<file path="src/core/pport_pkg.sv">
package pport_pkg;

	// ****************************************
	// Register map (byte addresses)
	// ****************************************
	localparam logic [4:0] DATA_OFS = 5'h00;
	localparam logic [4:0] STATUS_OFS = 5'h04;
	localparam logic [4:0] CONTROL_OFS = 5'h08;
	localparam logic [4:0] MODE_OFS = 5'h0C;
	localparam logic [4:0] RXBYTE_OFS = 5'h10;

	// ****************************************
	// Control register fields
	// ****************************************
	localparam int CTL_STROBE_BIT = 0;
	localparam int CTL_HANDSHAKE_BIT = 1;
	localparam int CTL_INIT_BIT = 2;
	localparam int CTL_SELECT_BIT = 3;
	localparam int CTL_IEN_BIT = 4;
	localparam int CTL_DIR_BIT = 5;
	localparam logic [5:0] CTL_RESET = 6'h00;

	// ****************************************
	// Status register fields
	// ****************************************
	localparam int ST_IRQ_BIT = 2;
	localparam int ST_FAULT_BIT = 3;
	localparam int ST_SELECT_BIT = 4;
	localparam int ST_PAPER_ERROR_BIT = 5;
	localparam int ST_ACK_BIT = 6;
	localparam int ST_BUSY_BIT = 7;

	// ****************************************
	// Mode and receive fields
	// ****************************************
	localparam int MODE_BYTE_BIT = 0;
	localparam logic MODE_RESET = 1'b0;
	localparam int RX_VALID_BIT = 8;
	localparam int RX_HALF_BIT = 9;
	localparam logic [7:0] DATA_RESET = 8'h00;

	// ****************************************
	// Widths and synchroniser
	// ****************************************
	localparam int DATA_W = 8;
	localparam int SYNC_W = 13;

	// ****************************************
	// Pin carriers
	// ****************************************
	typedef struct packed {
		logic busy;
		logic ack_n;
		logic select;
		logic paper_error_line;
		logic fault_n;
	} pins_in_t;

	typedef struct packed {
		logic strobe_n;
		logic handshake_n;
		logic init_n;
		logic select_n;
	} pins_out_t;

	typedef enum logic {
		NIBBLE_MODE,
		BYTE_MODE
	} port_mode_t;

endpackage

</file>
<file path="src/core/pin_sync.sv">
`timescale 1ns/1ps

module pin_sync #(
	parameter int WIDTH = 8
) (
	input wire logic clk_i,
	input wire logic rst_i,
	input wire logic [WIDTH-1:0] async_i,
	output logic [WIDTH-1:0] sync_o
);

	// ****************************************
	// Two-stage synchroniser
	// ****************************************
	logic [WIDTH-1:0] meta_r;

	always_ff @(posedge clk_i) begin
		if (rst_i) begin
			meta_r <= '0;
			sync_o <= '0;
		end else begin
			meta_r <= async_i;
			sync_o <= meta_r;
		end
	end

endmodule

</file>
<file path="src/core/pport_reverse.sv">
// The Wishbone interface to the registers and the address map were chosen for this implementation.
`timescale 1ns/1ps

// Function
// [RULE1] Handshake and pulse outputs are active low on the pins.
// [RULE2] Peripheral sends data bits 3 then 7 on busy in nibble mode.
// [RULE3] Peripheral sends data bits 1 then 5 on online flag in nibble mode.
// [RULE4] Peripheral sends data bits 2 then 6 on paper error line after acknowledge.
// [RULE5] Peripheral sends data bits 0 then 4 on error flag after data available.
// [RULE6] Peripheral pulls error flag low to announce available data.
// [RULE7] Paper error line starts high, falls to acknowledge host handshake.
// [RULE8] Peripheral clock announces data, then qualifies each data unit.
// [RULE9] Peripheral clock assertion raises interrupt when interrupt enable is set.
// [RULE10] Host negates handshake on peripheral clock, then drives it low.
// [RULE11] Host drives handshake high after taking each data unit.
// [RULE12] Host keeps pulse output negated in nibble mode via control register.
// [RULE13] Host keeps peripheral reset negated in byte mode.
// [RULE14] Host pulses pulse output low after receiving a byte.
// [RULE15] Peripheral must not treat host pulse as forward latch strobe.
// [RULE16] Busy line reports forward channel busy in byte mode.
// [RULE17] Online flag asserted while peripheral is on line in byte mode.
// [RULE18] Byte mode uses the data bus in both directions.
// [RULE19] Nibble mode drives the data bus as output only.
// [RULE20] Each peripheral input level is readable in the status register.
// [RULE21] Device select output follows control register in both modes.
// [RULE22] Interrupt enable is control register bit 4.
// [RULE23] Nibble bytes assemble first nibble low, second nibble high.

module pport_reverse (
	input wire logic clk_i,
	input wire logic rst_i,
	input wire logic [4:0] adr_i,
	input wire logic [31:0] dat_i,
	output logic [31:0] dat_o,
	input wire logic we_i,
	input wire logic [3:0] sel_i,
	input wire logic cyc_i,
	input wire logic stb_i,
	output logic ack_o,
	input wire pport_pkg::pins_in_t pins_i,
	output pport_pkg::pins_out_t pins_o,
	input wire logic [pport_pkg::DATA_W-1:0] port_data_bus_i,
	output logic [pport_pkg::DATA_W-1:0] port_data_bus_o,
	output logic port_data_bus_oe_o,
	output logic irq_o
);
	import pport_pkg::*;

	// ****************************************
	// Declarations
	// ****************************************
	logic [SYNC_W-1:0] sync_w;
	pins_in_t pin_s;
	logic [DATA_W-1:0] bus_s;
	logic ack_n_d_r;
	logic clk_evt;
	logic [5:0] ctl_r;
	port_mode_t mode_r;
	logic [DATA_W-1:0] data_r;
	logic irq_r;
	logic [DATA_W-1:0] rx_r;
	logic rx_valid_r;
	logic rx_half_r;
	logic req;
	logic wr_en;
	logic rd_status;
	logic rd_rx;
	logic [31:0] rd_data;
	logic [3:0] nib;
	logic wr_data;
	logic wr_ctl;
	logic wr_mode;
	logic wr_rx;
	logic ien;

	// ****************************************
	// Decode helpers
	// ****************************************
	function automatic logic hit(input logic [4:0] adr, input logic [4:0] ofs);
		hit = (adr == ofs);
	endfunction

	function automatic logic is_byte(input port_mode_t m);
		is_byte = (m == BYTE_MODE);
	endfunction

	// ****************************************
	// Input synchronisation
	// ****************************************
	pin_sync #(
		.WIDTH(SYNC_W)
	) u_sync (
		.clk_i(clk_i),
		.rst_i(rst_i),
		.async_i({pins_i, port_data_bus_i}),
		.sync_o(sync_w)
	);

	assign pin_s = sync_w[SYNC_W-1:DATA_W];
	assign bus_s = sync_w[DATA_W-1:0];

	// ****************************************
	// Peripheral clock edge
	// ****************************************
	always_ff @(posedge clk_i) begin
		if (rst_i) begin
			// Low while synchroniser fills, so no false edge
			ack_n_d_r <= 1'b0;
		end else begin
			ack_n_d_r <= pin_s.ack_n;
		end
	end

	// [RULE8] Clock assertion detect
	assign clk_evt = ack_n_d_r & ~pin_s.ack_n;

	// ****************************************
	// Bus decode
	// ****************************************
	assign req = cyc_i & stb_i & ~ack_o;
	assign wr_en = req & we_i & sel_i[0];
	assign rd_status = req & ~we_i & hit(adr_i, STATUS_OFS);
	assign rd_rx = req & ~we_i & hit(adr_i, RXBYTE_OFS);
	assign wr_data = wr_en & hit(adr_i, DATA_OFS);
	assign wr_ctl = wr_en & hit(adr_i, CONTROL_OFS);
	assign wr_mode = wr_en & hit(adr_i, MODE_OFS);
	assign wr_rx = wr_en & hit(adr_i, RXBYTE_OFS);

	always_ff @(posedge clk_i) begin
		if (rst_i) begin
			ack_o <= 1'b0;
		end else begin
			ack_o <= req;
		end
	end

	// ****************************************
	// Control register
	// ****************************************
	// [RULE22] Interrupt enable bit
	always_ff @(posedge clk_i) begin
		if (rst_i) begin
			ctl_r <= CTL_RESET;
		end else if (wr_ctl) begin
			ctl_r <= dat_i[5:0];
		end
	end

	assign ien = ctl_r[CTL_IEN_BIT];

	// ****************************************
	// Mode register
	// ****************************************
	always_ff @(posedge clk_i) begin
		if (rst_i) begin
			mode_r <= port_mode_t'(MODE_RESET);
		end else if (wr_mode) begin
			mode_r <= port_mode_t'(dat_i[MODE_BYTE_BIT]);
		end
	end

	// ****************************************
	// Forward data register
	// ****************************************
	always_ff @(posedge clk_i) begin
		if (rst_i) begin
			data_r <= DATA_RESET;
		end else if (wr_data) begin
			data_r <= dat_i[DATA_W-1:0];
		end
	end

	// ****************************************
	// Pin outputs
	// ****************************************
	always_ff @(posedge clk_i) begin
		if (rst_i) begin
			pins_o <= '{strobe_n: 1'b1, handshake_n: 1'b1, init_n: 1'b1, select_n: 1'b1};
		end else begin
			// [RULE1] Asserted means low
			pins_o.strobe_n <= ~ctl_r[CTL_STROBE_BIT];
			pins_o.handshake_n <= ~ctl_r[CTL_HANDSHAKE_BIT];
			pins_o.init_n <= ~ctl_r[CTL_INIT_BIT];
			// [RULE21] Select from control
			pins_o.select_n <= ~ctl_r[CTL_SELECT_BIT];
		end
	end

	// ****************************************
	// Data bus direction
	// ****************************************
	always_ff @(posedge clk_i) begin
		if (rst_i) begin
			port_data_bus_o <= DATA_RESET;
			port_data_bus_oe_o <= 1'b1;
		end else begin
			port_data_bus_o <= data_r;
			// [RULE18] Byte mode turnaround
			// [RULE19] Nibble mode output only
			port_data_bus_oe_o <= !(is_byte(mode_r) && ctl_r[CTL_DIR_BIT]);
		end
	end

	// ****************************************
	// Interrupt flag
	// ****************************************
	// [RULE9] Interrupt on clock assertion
	always_ff @(posedge clk_i) begin
		if (rst_i) begin
			irq_r <= 1'b0;
		end else if (clk_evt && ien) begin
			irq_r <= 1'b1;
		end else if (rd_status || !ien) begin
			irq_r <= 1'b0;
		end
	end

	always_ff @(posedge clk_i) begin
		if (rst_i) begin
			irq_o <= 1'b0;
		end else begin
			irq_o <= irq_r;
		end
	end

	// ****************************************
	// Reverse data capture
	// ****************************************
	// [RULE2] [RULE3] [RULE4] [RULE5] Nibble bit order
	assign nib = {pin_s.busy, pin_s.paper_error_line, pin_s.select, pin_s.fault_n};

	always_ff @(posedge clk_i) begin
		if (rst_i) begin
			rx_r <= DATA_RESET;
			rx_half_r <= 1'b0;
		end else if (clk_evt && is_byte(mode_r)) begin
			rx_r <= bus_s;
			rx_half_r <= 1'b0;
		end else if (clk_evt && !rx_half_r) begin
			// [RULE23] First nibble low
			rx_r[3:0] <= nib;
			rx_half_r <= 1'b1;
		end else if (clk_evt) begin
			rx_r[7:4] <= nib;
			rx_half_r <= 1'b0;
		end else if (wr_rx) begin
			rx_half_r <= 1'b0;
		end
	end

	always_ff @(posedge clk_i) begin
		if (rst_i) begin
			rx_valid_r <= 1'b0;
		end else if (clk_evt && (is_byte(mode_r) || rx_half_r)) begin
			rx_valid_r <= 1'b1;
		end else if (rd_rx) begin
			rx_valid_r <= 1'b0;
		end
	end

	// ****************************************
	// Read mux
	// ****************************************
	always_comb begin
		rd_data = 32'h0000_0000;
		case (adr_i)
			DATA_OFS: begin
				rd_data[DATA_W-1:0] = port_data_bus_oe_o ? data_r : bus_s;
			end
			STATUS_OFS: begin
				// [RULE20] Pin levels visible
				rd_data[ST_IRQ_BIT] = irq_r;
				rd_data[ST_FAULT_BIT] = pin_s.fault_n;
				rd_data[ST_SELECT_BIT] = pin_s.select;
				rd_data[ST_PAPER_ERROR_BIT] = pin_s.paper_error_line;
				rd_data[ST_ACK_BIT] = pin_s.ack_n;
				rd_data[ST_BUSY_BIT] = pin_s.busy;
			end
			CONTROL_OFS: begin
				rd_data[5:0] = ctl_r;
			end
			MODE_OFS: begin
				rd_data[MODE_BYTE_BIT] = is_byte(mode_r);
			end
			RXBYTE_OFS: begin
				rd_data[DATA_W-1:0] = rx_r;
				rd_data[RX_VALID_BIT] = rx_valid_r;
				rd_data[RX_HALF_BIT] = rx_half_r;
			end
			default: begin
				rd_data = 32'h0000_0000;
			end
		endcase
	end

	always_ff @(posedge clk_i) begin
		if (rst_i) begin
			dat_o <= 32'h0000_0000;
		end else if (req && !we_i) begin
			dat_o <= rd_data;
		end
	end

endmodule

</file>
<file path="config.mk">
export PLATFORM = sky130hd
export DESIGN_NAME = pport_reverse
export DESIGN_NICKNAME = d
export VERILOG_FILES = /design/src/core/pport_pkg.sv /design/src/core/pin_sync.sv /design/src/core/pport_reverse.sv
export SDC_FILE = /design/constraint.sdc
export NUM_CORES = 1
export LEC_CHECK = 0
export BUFFER_PORTS_ARGS = -buffer_cell sky130_fd_sc_hd__buf_2
export CAP_MARGIN = 20
export CORE_ASPECT_RATIO = 1.5
export CORE_MARGIN = 10
export CORE_UTILIZATION = 32
export DETAILED_ROUTE_END_ITERATION = 16
export GPL_ROUTABILITY_DRIVEN = 0
export HOLD_SLACK_MARGIN = 0.1
export PLACE_DENSITY = 0.53
export SYNTH_ARGS = -nofsm -noshare
export SYNTH_HDL_FRONTEND = slang
export SYNTH_SLANG_ARGS = --single-unit
</file>
<file path="constraint.sdc">
create_clock -name clk_i -period 1.88 [get_ports clk_i]
set_input_delay 0.376 -clock clk_i [delete_from_list [all_inputs] [get_ports clk_i]]
set_output_delay 0.376 -clock clk_i [all_outputs]
set_load 0.01 [all_outputs]
</file>
# Word-level counts from Yosys, hierarchy flattened
# Index checks and enable logic that the tools add are counted.
word_totals:
  regBits: 78
  latch_bits: 0
  ramBits: 0
  mem_bits_ro: 0
  in_bits: 59
  out_inout_bits: 47
  wordCells: 81
  memories: 0
classes:
  add_sub_neg: 0
  multipliers: 0
  div_mod_pow: 0
  n_lt_le_gt_ge: 0
  eq_ne: 5
  shift: 0
  mux: 17
  bitwise: 19
  n_reduce_logical: 20
ops:
  columns: ["operator", "count"]
  rows:
  - ["two-way mux 8 bit", 2]
  - ["one-hot mux 4 bit (4 select lines)", 1]
  - ["AND 1 bit", 12]
  - ["two-way mux 4 bit", 3]
  - ["== test 5 x 4 -> 1 bit (second input constant)", 2]
  - ["nonzero test 2 bit", 4]
  - ["two-way mux 1 bit", 7]
  - ["inverter 1 bit", 7]
  - ["logical AND 1 bit", 6]
  - ["one-hot mux 2 bit (3 select lines)", 1]
  - ["== test 5 x 3 -> 1 bit (second input constant)", 1]
  - ["== test 5 bit (second input constant)", 1]
  - ["zero test 5 bit", 1]
  - ["zero test 1 bit", 4]
  - ["one-hot mux 1 bit (4 select lines)", 1]
  - ["one-hot mux 1 bit (3 select lines)", 1]
  - ["nonzero test 3 bit", 1]
  - ["logical OR 1 bit", 2]
  - ["two-way mux 2 bit", 1]
  - ["inequality test 2 bit (second input constant)", 1]
  - ["AND reduction 2 bit", 1]
  - ["OR reduction 2 bit", 1]

# Depth between registers and ports, before layout
# Gate-level depths: netlist (run 1).
depth:
  word_depth: 8
  mapped_depth: 6

# Hierarchy
# A second synthesis (run 1) with hierarchy kept.
hier_totals:
  hier_cells: 317
  hier_area_um2: 3075.4
by_module_without_submodules:
  columns: ["mod", "instances", "cells_each", "area_per_inst_um2", "seq_area_each_um2"]
  rows:
  - ["pport_reverse", 1, 263, 2374.8, 1041.0]
  - ["pin_sync", 1, 54, 700.7, 520.5]

# Worst setup path after synthesis (run 1)
# Ideal clock, no wire load.
synth_path:
  path_kind: "input port to flip-flop"
  from: "input adr_i[3]"
  to: "register data_r[0]"
  setup_ps: 128
  arrival_time_ps: 1370
  required_time_ps: 1752
  setup_slack_ps: 382
  path_stages: 5
  cell_sequence: "nor4_4 -> and4b_1 -> buf_6 -> mux2i_1 -> nor2_1"
synth_between:
  elab_chain_cells: 2
synth_lines:
  columns: ["element", "line_no", "source"]
  rows:
  - ["start, declared", "pport_reverse.sv:32", "input wire logic [4:0] adr_i,"]
  - ["zero test 5 bit", "pport_reverse.sv:80", "hit = (adr == ofs);"]
  - ["AND 1 bit", "pport_reverse.sv:124", "assign wr_data = wr_en & hit(adr_i, DATA_OFS);"]
  - ["end signal, assigned", "pport_reverse.sv:169", "data_r <= dat_i[DATA_W-1:0];"]
  - ["end, declared", "pport_reverse.sv:59", "logic [DATA_W-1:0] data_r;"]
# Every way passes these cells.
# A chain may end at the register's enable or synchronous reset.

# Worst setup path after layout (run 1)
layout_path:
  from: "register port_data_bus_oe_o"
  to: "register dat_o[5]"
layout_between:
  elab_chain_cells: 2
layout_lines:
  columns: ["element", "line_no", "source"]
  rows:
  - ["start, declared", "pport_reverse.sv:44", "output logic port_data_bus_oe_o,"]
  - ["start signal, assigned", "pport_reverse.sv:200", "port_data_bus_oe_o <= !(is_byte(mode_r) && ctl_r[CTL_DIR_BIT]);"]
  - ["two-way mux 8 bit", "pport_reverse.sv:268", "rd_data[DATA_W-1:0] = port_data_bus_oe_o ? data_r : bus_s;"]
  - ["one-hot mux 4 bit (4 select lines)", "pport_reverse.sv:266", "case (adr_i)"]
  - ["end signal, assigned", "pport_reverse.sv:300", "dat_o <= rd_data;"]
  - ["end, declared", "pport_reverse.sv:34", "output logic [31:0] dat_o,"]
# Every way passes these cells.

==> results.md, run 1 <==
- Synth-to-Final Area Change: 22.0%
- Power Density: 976 nW/um^2
- Detailed-route via count: 2,242
- Initial core utilization: around a third
- Vias per cell: approximately 4.6
- Peak VDD IR: between 0.4 and 0.5 mV
- Gr ovfl total: 0
- Share of cells above drive strength 1: between 20% and 30%
- Max Freq: ~640 MHz
- Dpl hpwl: approximately 5600 um
- Fin nets: 426
- I/O Pins: roughly 110
- Routed wire length: around 7300 um
- Synth Area in Adders: less than 1%
- Post-CTS sizing: 0
- Fin crit period: roughly 1.6 ns
- Most common cell after layout, fill and taps aside: dfxtp_1
- Number of synthesized flops with an enable pin: 0
- RSZ-0062 raised after global routing: false
- Leading area contributor after synthesis: dfxtp_1
- Hold_ws: about 0.24 ns
- Cell area after synthesis: 3020 sq um
- Final slew viol count: 0
- DIE HEIGHT: around 140 um
- DIE AREA: 13,800 sq um
- Final ANT Viol Nets: 0
- WP data arrival: roughly 1.8 ns
- Fin crit share: roughly 83%
- Final Setup Violations: 0
- DRC errors left: 0
- H-tree depth: 3
- Row count: 43
- Leakage: approximately 1.6 nW
- CTS tree: done
- Worst EP required: ~2.1 ns
- Core area: 9250 sq um
- Num Clock Sinks: between 70 and 80
- First-pass DRT Iterations: 4
- Count of cell types in the netlist: 38
- DR iter-0 viols: 96
- Synth Area in Compound Gates: 10.6%
- WL per Instance: about 15 um
- Overall Global Routing Usage: between 10% and 20%
- Top-area cell type share of the netlist area: about half
- Kind of end point of the critical path: flip-flop
- Yosys warnings: 0
- Async S/R FF share, synth: 0%
- Largest net degree at the start of global routing: 31
- Area share of xor/xnor cells in the synthesized design: 0%
- Main synth FF type: dfxtp_1
- Sequential area share after synthesis: between 50% and 60%
- Port Buf Inserts: between 50 and 60
- Initial antenna violation count: 0
- CTS Buf Count: 9
- Reg clk slew, reported paths: 0.06 ns
- Postcts setup bufs: 0
- Final instance area: ~3700 sq um
- Vias in the first global route: roughly 2,300
- Mapped Cells: 304
- Ant diodes: 0
- Total Neg Setup Slack: 0 ns
- Most frequent cells in the layout: 78 x dfxtp_1, 56 x buf_2, 38 x nor2b_1
- Longest Clk Path Bufs: 2
- Global-route wire length before repair: roughly 11,000 um
- Fin. Hold Viols: 0
- Fin util: 39.8%
- Largest family of logic cells by synthesized area: simple AND/OR/NAND/NOR gates
- Outcome: completed
- Skew-Pair Late Insertion Delay: 0.34 ns
- Register bit total from synthesis: just under 80
- Area after DPL: roughly 3400 sq um
- Crit path launch type: flip-flop
- Simple-gate share of the synthesized area: between 20% and 30%
- Post-synthesis mux area share: under 10%
- Hold Path Class: input port to flip-flop
- Crit path max fanout: 6
- Die width: roughly 99 um
- Synth area leaders: dfxtp_1 52%, nor2b_1 7.9%, mux2i_1 6.3%, buf_4 5.5%, nor2_1 3.9%
- Syn_area_per_cell: slightly below 10 sq um
- Post-CTS Hold Fix Bufs: 0
- Worst Setup Path Type: flip-flop to flip-flop
- Clock Tree Root: clkbuf_16
- Max-cap violations: 0
- Skew final: about 0.0068 ns
[synth_stat cells, types with 2 or more instances]
master and count:
a21oi_1 6, a221oi_1 4, nor4_1 2, a32oi_1 3
mux2_2 5, mux2i_1 19, nand2b_1 10, o22ai_1 8
o211a_1 4, and2_1 2, buf_4 22, buf_2 3
a211oi_1 12, dfxtp_1 78, clkbuf_1 11, o21ai_0 8
nand2_1 13, nor2b_1 38, nor2_1 31, nand4_1 3
nand3_1 5
[stage by stage]
step | setup slack, ns | total power, mW | instances
floorplan | 0.382 | 1.88 | 325
global placement | 0.183 | 1.93 | 468
detailed placement | 0.154 | 1.93 | 468
CTS | 0.333 | 3.64 | 484
global route | 0.243 | 3.72 | 484
finish | 0.312 | 3.60 | 484
[state kept, by name, summed over array words and instances, names as in the netlist, 4 cells and up]
name	flops
u_sync.meta_r	13
data_r	8
rx_r	8
port_data_bus_o	8
ctl_r	6
dat_o	10
u_sync.sync_o	13
pins_o	4
[power breakdown]
part / total, mW / internal [mW] / switching [mW]
registers: 1.71 / 1.69 / 0.0171
clock network: 1.70 / 1.03 / 0.671
logic: 0.190 / 0.0764 / 0.114
[kinds of logic (layout without fill, tap and decap cells)]
logic type      Yosys count  in the layout
buf+inv                  40             87
fa+ha+maj                 1              1
mux                      24             24
flops                    78             78
compound gates           46             46
other cells               1             22
simple gates            114            114
[critical path, stage by stage, from the launching register on]
cell	delay (ns)
dfxtp_1	0.49
mux2_2	0.38
o211a_1	0.21
a221oi_1	0.25
o21ai_0	0.12
[final timing paths]
path / start / to / slack (ns) / cells past startpoint
setup / recovery: port_data_bus_oe_o / dat_o[5] / 0.31 / 4
hold reg to reg: ctl_r[2] / pins_o[1] / 0.43 / 1
hold / removal: pins_i[2] / u_sync.meta_r[10] / 0.24 / 2
setup reg to reg: port_data_bus_oe_o / dat_o[5] / 0.31 / 4
[final cells by class]
cell class	count	area, sq um
multi-input combinational	207	1290
clock buffer	11	233
sequential	78	1560
fill	944	5570
timing repair buffer	69	390
clock inverter	5	58.8
inverter	2	7.51
tap	112	140
[layer usage]
metal | global-route usage (%) | vias up | wire length (um)
met2 | 18.2 | 69 | 3740
li1 | - | 1127 | -
met3 | 3.94 | 19 | 345
met5 | 0 | - | 0
met1 | 10.7 | 1027 | 2970
met4 | 6.28 | 0 | 255
Power figures use the tool's default switching activity.
==> run 2: changes to the inputs <==
==> constraint.sdc (replaced) <==
create_clock -name clk_i -period 1.55 [get_ports clk_i]
set_input_delay 0.31 -clock clk_i [delete_from_list [all_inputs] [get_ports clk_i]]
set_output_delay 0.31 -clock clk_i [all_outputs]
set_load 0.01 [all_outputs]
==> results.md, run 2 (synthesized netlist as in run 1, its figures left out) <==
- I/O Pins: between 100 and 150
- Leakage: approximately 1.6 nW
- Row count: between 40 and 50
- WL per Instance: 14.6 um
- Biggest regs: u_sync.meta_r (13), u_sync.sync_o (13), dat_o (10)
- Max-cap violations: 0
- Initial core utilization: 32.6%
- Ant diodes: 0
- Reg-to-reg setup timing slack: ~0.13 ns
- Die width: slightly below 100 um
- Crit path launch type: flip-flop
- Peak VDD IR: between 0.5 and 0.6 mV
- Gr ovfl total: 0
- Initial antenna violation count: 0
- Register Area: between 1500 and 2000 sq um
- Multi-input gate area: approximately 1300 sq um
- Combinational share of power: about 5.6%
- Global-route wire length before repair: ~12,000 um
- Power Density: 1130 nW/um^2
- Skew final: 0.00738 ns
- Sw Ratio: 22.4%
- Largest net degree at the start of global routing: between 40 and 50
- Final Setup Violations: 0
- DIE HEIGHT: around 140 um
- Routed wire length: 7160 um
- Detailed-route via count: roughly 2,300
- WP data arrival: ~1.6 ns
- Worst Setup Path Type: flip-flop to flip-flop
- Postcts setup bufs: 0
- Kind of end point of the critical path: flip-flop
- CTS Buf Count: 9
- Clock power share: 45.2%
- Overall Global Routing Usage: between 10% and 20%
- CTS tree: done
- Core area: about 9300 sq um
- Max Freq: approximately 700 MHz
- Pint: 3.27 mW
- Sw power: around 0.94 mW
- Share of cells above drive strength 1: between 20% and 30%
- Total Neg Setup Slack: 0 ns
- DIE AREA: about 14,000 sq um
- H-tree depth: 3
- Reg clk slew, reported paths: 0.06 ns
- Fin crit share: ~92%
- First-pass DRT Iterations: 6
- Fin. Hold Viols: 0
- Hold Path Class: input port to flip-flop
- Hold_ws: 0.189 ns
- CP max stage delay: 0.39 ns
- Crit path buf inv count: 0
- Synth-to-Final Area Change: 22.9%
- Power share of the sequential group: between 40% and 50%
- DRC errors left: 0
- Final slew viol count: 0
- Most common cell after layout, fill and taps aside: dfxtp_1
- Port Buf Inserts: 56
- Num Clock Sinks: 78
- Vias per cell: 4.63
- Outcome: completed
- Skew-Pair Late Insertion Delay: approximately 0.33 ns
- Final Total Pwr: 4.21 mW
- RSZ-0062 raised after global routing: false
- Crit path max fanout: 6
- Worst EP required: approximately 1.8 ns
- Clock Tree Root: clkbuf_16
- Dpl hpwl: between 5000 and 6000 um
- Critical path, cell by cell: mux2_2, o211a_1, a221oi_1, o21ai_0
- Post-CTS Hold Fix Bufs: 0
- Crit path max-delay cell type: dfxtp_2
- Longest Clk Path Bufs: 2
- Top Family by Delay on Critical Path: compound AO/OA/AOI/OAI gates
- Vias in the first global route: roughly 2,400
- # fillers: slightly below 1,000
- Most frequent cells in the layout: 77 x dfxtp_1, 56 x buf_2, 38 x nor2b_1
- Fin crit period: roughly 1.4 ns
- DR iter-0 viols: 100
- Final ANT Viol Nets: 0
- Fin nets: 432
run 2: cell types whose count changed in the layout (fill, tap and decap cells not counted):
cell	previous run	this run
clkinvlp_4	2	1
clkbuf_1	2	0
bufinv_16	1	0
buf_4	12	18
dfxtp_2	0	1
clkinv_2	1	2
clkbuf_8	0	1
clkinv_4	0	1
dfxtp_1	78	77
run 2: per-layer routing:
metal  GRT usage, %  up-vias  wire [um]
li1               -     1139          -
met1           10.3     1047       2930
met2           18.3       64       3670
met3           3.34       14        352
met4           6.06        0        213
met5              0        -          0
run 2: timing repair:
action                                  CTS  global route
endpoints found under the setup margin    0             6
resized for setup                         0             1
endpoints found under the hold margin     0             0
run 2: cell type report:
type	instances	area share [%]
multi-input cells	207	34.8
clock inverters	5	0.943
repair buffers	75	11.7
inverters	2	0.202
flip-flops and latches	78	42.1
clock buffers	10	6.44
well taps	112	3.77
run 2: path summary, 6_finish.rpt:
kind,from,end,cells past startpoint
setup / recovery,port_data_bus_oe_o,dat_o[3],4
hold / removal,port_data_bus_i[5],u_sync.meta_r[5],2
setup reg to reg,port_data_bus_oe_o,dat_o[3],4
hold reg to reg,ctl_r[2],pins_o[1],1
run 2: through the flow:
step           cell area [sq um]  util, %  std cells  setup slack [ns]
3_3_place_gp                3440     37.2        474           0.00370
2_1_floorplan               3100        -        325            0.0552
3_5_place_dp                3440     37.2        474            0.0103
6_report                    3710     40.1        489             0.131
5_1_grt                     3710     40.1        489            0.0314
4_1_cts                     3710     40.1        489            0.0321
run 2: power groups by stage:
stage	Sequential [mW]	Clock (mW)	Combinational [mW]
final	2.07	1.90	0.237
after global routing	2.07	2.05	0.264
after CTS	2.07	1.96	0.237
after detailed placement	2.11	0	0.236
after global placement	2.11	0	0.233
after floorplan	2.11	0	0.174
==> run 3: changes to the inputs <==
--- a/config.mk
+++ b/config.mk
@@ -5,6 +5,7 @@
 export SDC_FILE = /design/constraint.sdc
 export NUM_CORES = 1
 export LEC_CHECK = 0
+export ABC_AREA = 1
 export BUFFER_PORTS_ARGS = -buffer_cell sky130_fd_sc_hd__buf_2
 export CAP_MARGIN = 20
 export CORE_ASPECT_RATIO = 1.5
==> results.md, run 3 <==
- Worst R2R Path Depth: 7
- Routed wire length: around 7600 um
- Final Setup Violations: 0
- Async S/R FF share, synth: 0%
- Leakage: about 1.8 nW
- Power Density: between 1000 and 1500 nW/um^2
- Sw Ratio: between 20% and 30%
- Post-synth top cells: 83 x nand2_1, 78 x dfxtp_1, 63 x inv_1, 55 x nor2_1
- Num Clock Sinks: 78
- Worst Setup Path Type: flip-flop to primary output
- CTS tree: done
- Finished Layout Cells: just under 600
- Critical Path Stages: 1
- Post-CTS Hold Fix Bufs: 0
- Vias per cell: around 4.4
- Yosys warnings: 0
- Kind of end point of the critical path: primary output
- Fin crit period: about 1.3 ns
- DRC errors left: 0
- Reg clk slew, reported paths: around 0.06 ns
- Fin nets: approximately 530
- First-pass DRT Iterations: 4
- Die width: just over 100 um
- Pint: between 3 and 4 mW
- Outcome: completed
- Mapped Cells: about 420
- Leading area contributor after synthesis: dfxtp_1
- Sequential area share after synthesis: between 40% and 50%
- Sw power: 0.984 mW
- CP max stage delay: roughly 0.47 ns
- Core area: between 9000 and 10,000 sq um
- Combinational share of power: 5.3%
- WP data arrival: approximately 1 ns
- Skew final: around 0.0038 ns
- Syn_area_per_cell: approximately 7.6 sq um
- H-tree depth: 3
- Number of synthesized flops with an enable pin: 0
- DR iter-0 viols: 103
- Initial core utilization: between 30% and 40%
- Peak VDD IR: around 0.58 mV
- Final slew viol count: 0
- Detailed-route via count: between 2,000 and 3,000
- Row count: 44
- Crit path buf inv count: 1
- Max Freq: ~770 MHz
- Worst EP required: ~1.2 ns
- I/O Pins: 106
- Crit path launch type: flip-flop
- Hold path depth: 3
- Most frequent cells in the layout: 83 x nand2_1, 77 x dfxtp_1, 63 x inv_1
- Placed Cells incl. Taps: 577
- Skew-Pair Late Insertion Delay: approximately 0.34 ns
- RSZ-0062 raised after global routing: false
- Clock Tree Root: clkbuf_16
- Synth area leaders: dfxtp_1 49%, nand2_1 9.8%, inv_1 7.4%, nor2_1 6.5%, buf_4 5.2%
- Crit path max-delay cell type: dfxtp_2
- Register bit total from synthesis: 78
- CTS Buf Count: 9
- Initial antenna violation count: 0
- Count of cell types in the netlist: 27
- Longest Clk Path Bufs: 2
- Max-cap violations: 0
- Biggest regs: u_sync.meta_r (13), u_sync.sync_o (13), dat_o (10)
- WL per Instance: roughly 13 um
- Share of cells above drive strength 1: about a fifth
- Overall Global Routing Usage: between 10% and 20%
- Fin crit share: a little over four fifths
- Main synth FF type: dfxtp_1
- Final Total Pwr: approximately 4.4 mW
- Dpl hpwl: 5880 um
- Most common cell after layout, fill and taps aside: nand2_1
- Hold Path Class: input port to flip-flop
- Clock power share: ~48%
- DIE HEIGHT: around 140 um
- Top Family by Delay on Critical Path: flip-flops
- Cell area after synthesis: around 3200 sq um
- Critical path, cell by cell: buf_2
- DIE AREA: approximately 14,000 sq um
- Vias in the first global route: approximately 2,600
- Ant diodes: 0
- Largest net degree at the start of global routing: 49
- Global-route wire length before repair: 12,200 um
- Crit path max fanout: 17
- Total Neg Setup Slack: 0 ns
- Fin. Hold Viols: 0
- Power share of the sequential group: between 40% and 50%
- Count leader, synth: nand2_1
- Gr ovfl total: 0
- Port Buf Inserts: 56
- Final ANT Viol Nets: 0
- Top-area cell type share of the netlist area: 49.2%
- Synth-to-Final Area Change: 19.8%
-- run 3: cell families (layout without fill, tap and decap cells) --
kind of cell	count (synthesis)	count (layout)	share of synthesized area [%]
simple gates	174	174	25.0
buf+inv	102	144	15.3
flops	78	78	49.2
compound gates	60	60	10.4
other cells	1	22	0.118
-- run 3: worst paths after layout --
path	slack [ns]	startpoint	endpoint
min	0.17	port_data_bus_i[2]	u_sync.meta_r[2]
max	0.25	port_data_bus_oe_o	port_data_bus_oe_o
min reg2reg	0.40	u_sync.meta_r[7]	u_sync.sync_o[7]
max reg2reg	0.28	u_sync.sync_o[11]	rx_r[1]
-- run 3: layout make-up --
cell class              count  area [sq um]
inverters                  66           248
clock buffers              11           243
repair buffers             62           338
well taps                 115           144
fillers                  1042          5890
multi-input cells         256          1210
clock inverters             5          58.8
flip-flops and latches     78          1560
-- run 3: power groups by stage --
stage | clock, mW | sequential, mW | combinational, mW
4_1_cts | 2.14 | 2.06 | 0.232
3_5_place_dp | 0 | 2.10 | 0.231
2_1_floorplan | 0 | 2.10 | 0.186
6_report | 2.10 | 2.06 | 0.231
3_3_place_gp | 0 | 2.10 | 0.229
5_1_grt | 2.23 | 2.06 | 0.261
-- run 3: repair_timing --
| action | in CTS | in global routing |
|---|---|---|
| resized for setup | 0 | 2 |
| buffers inserted | 0 | 0 |
| endpoints found under the setup margin | 0 | 2 |
-- run 3: metrics by stage --
stage	util, %	worst slack (ns)	hold slack [ns]	cell area [sq um]
finish	39.2	0.245	0.168	3800
global route	39.2	0.161	0.170	3800
CTS	39.2	0.0574	0.162	3800
detailed placement	36.1	0.113	0.390	3500
global placement	36.1	0.160	0.393	3500
floorplan	-	0.340	0.376	3250
-- run 3: metal layers --
layer	wire length, um	track usage (%)
met1	3210	11.5
met2	3640	17.9
met3	501	3.99
met4	276	6.55
met5	0	0
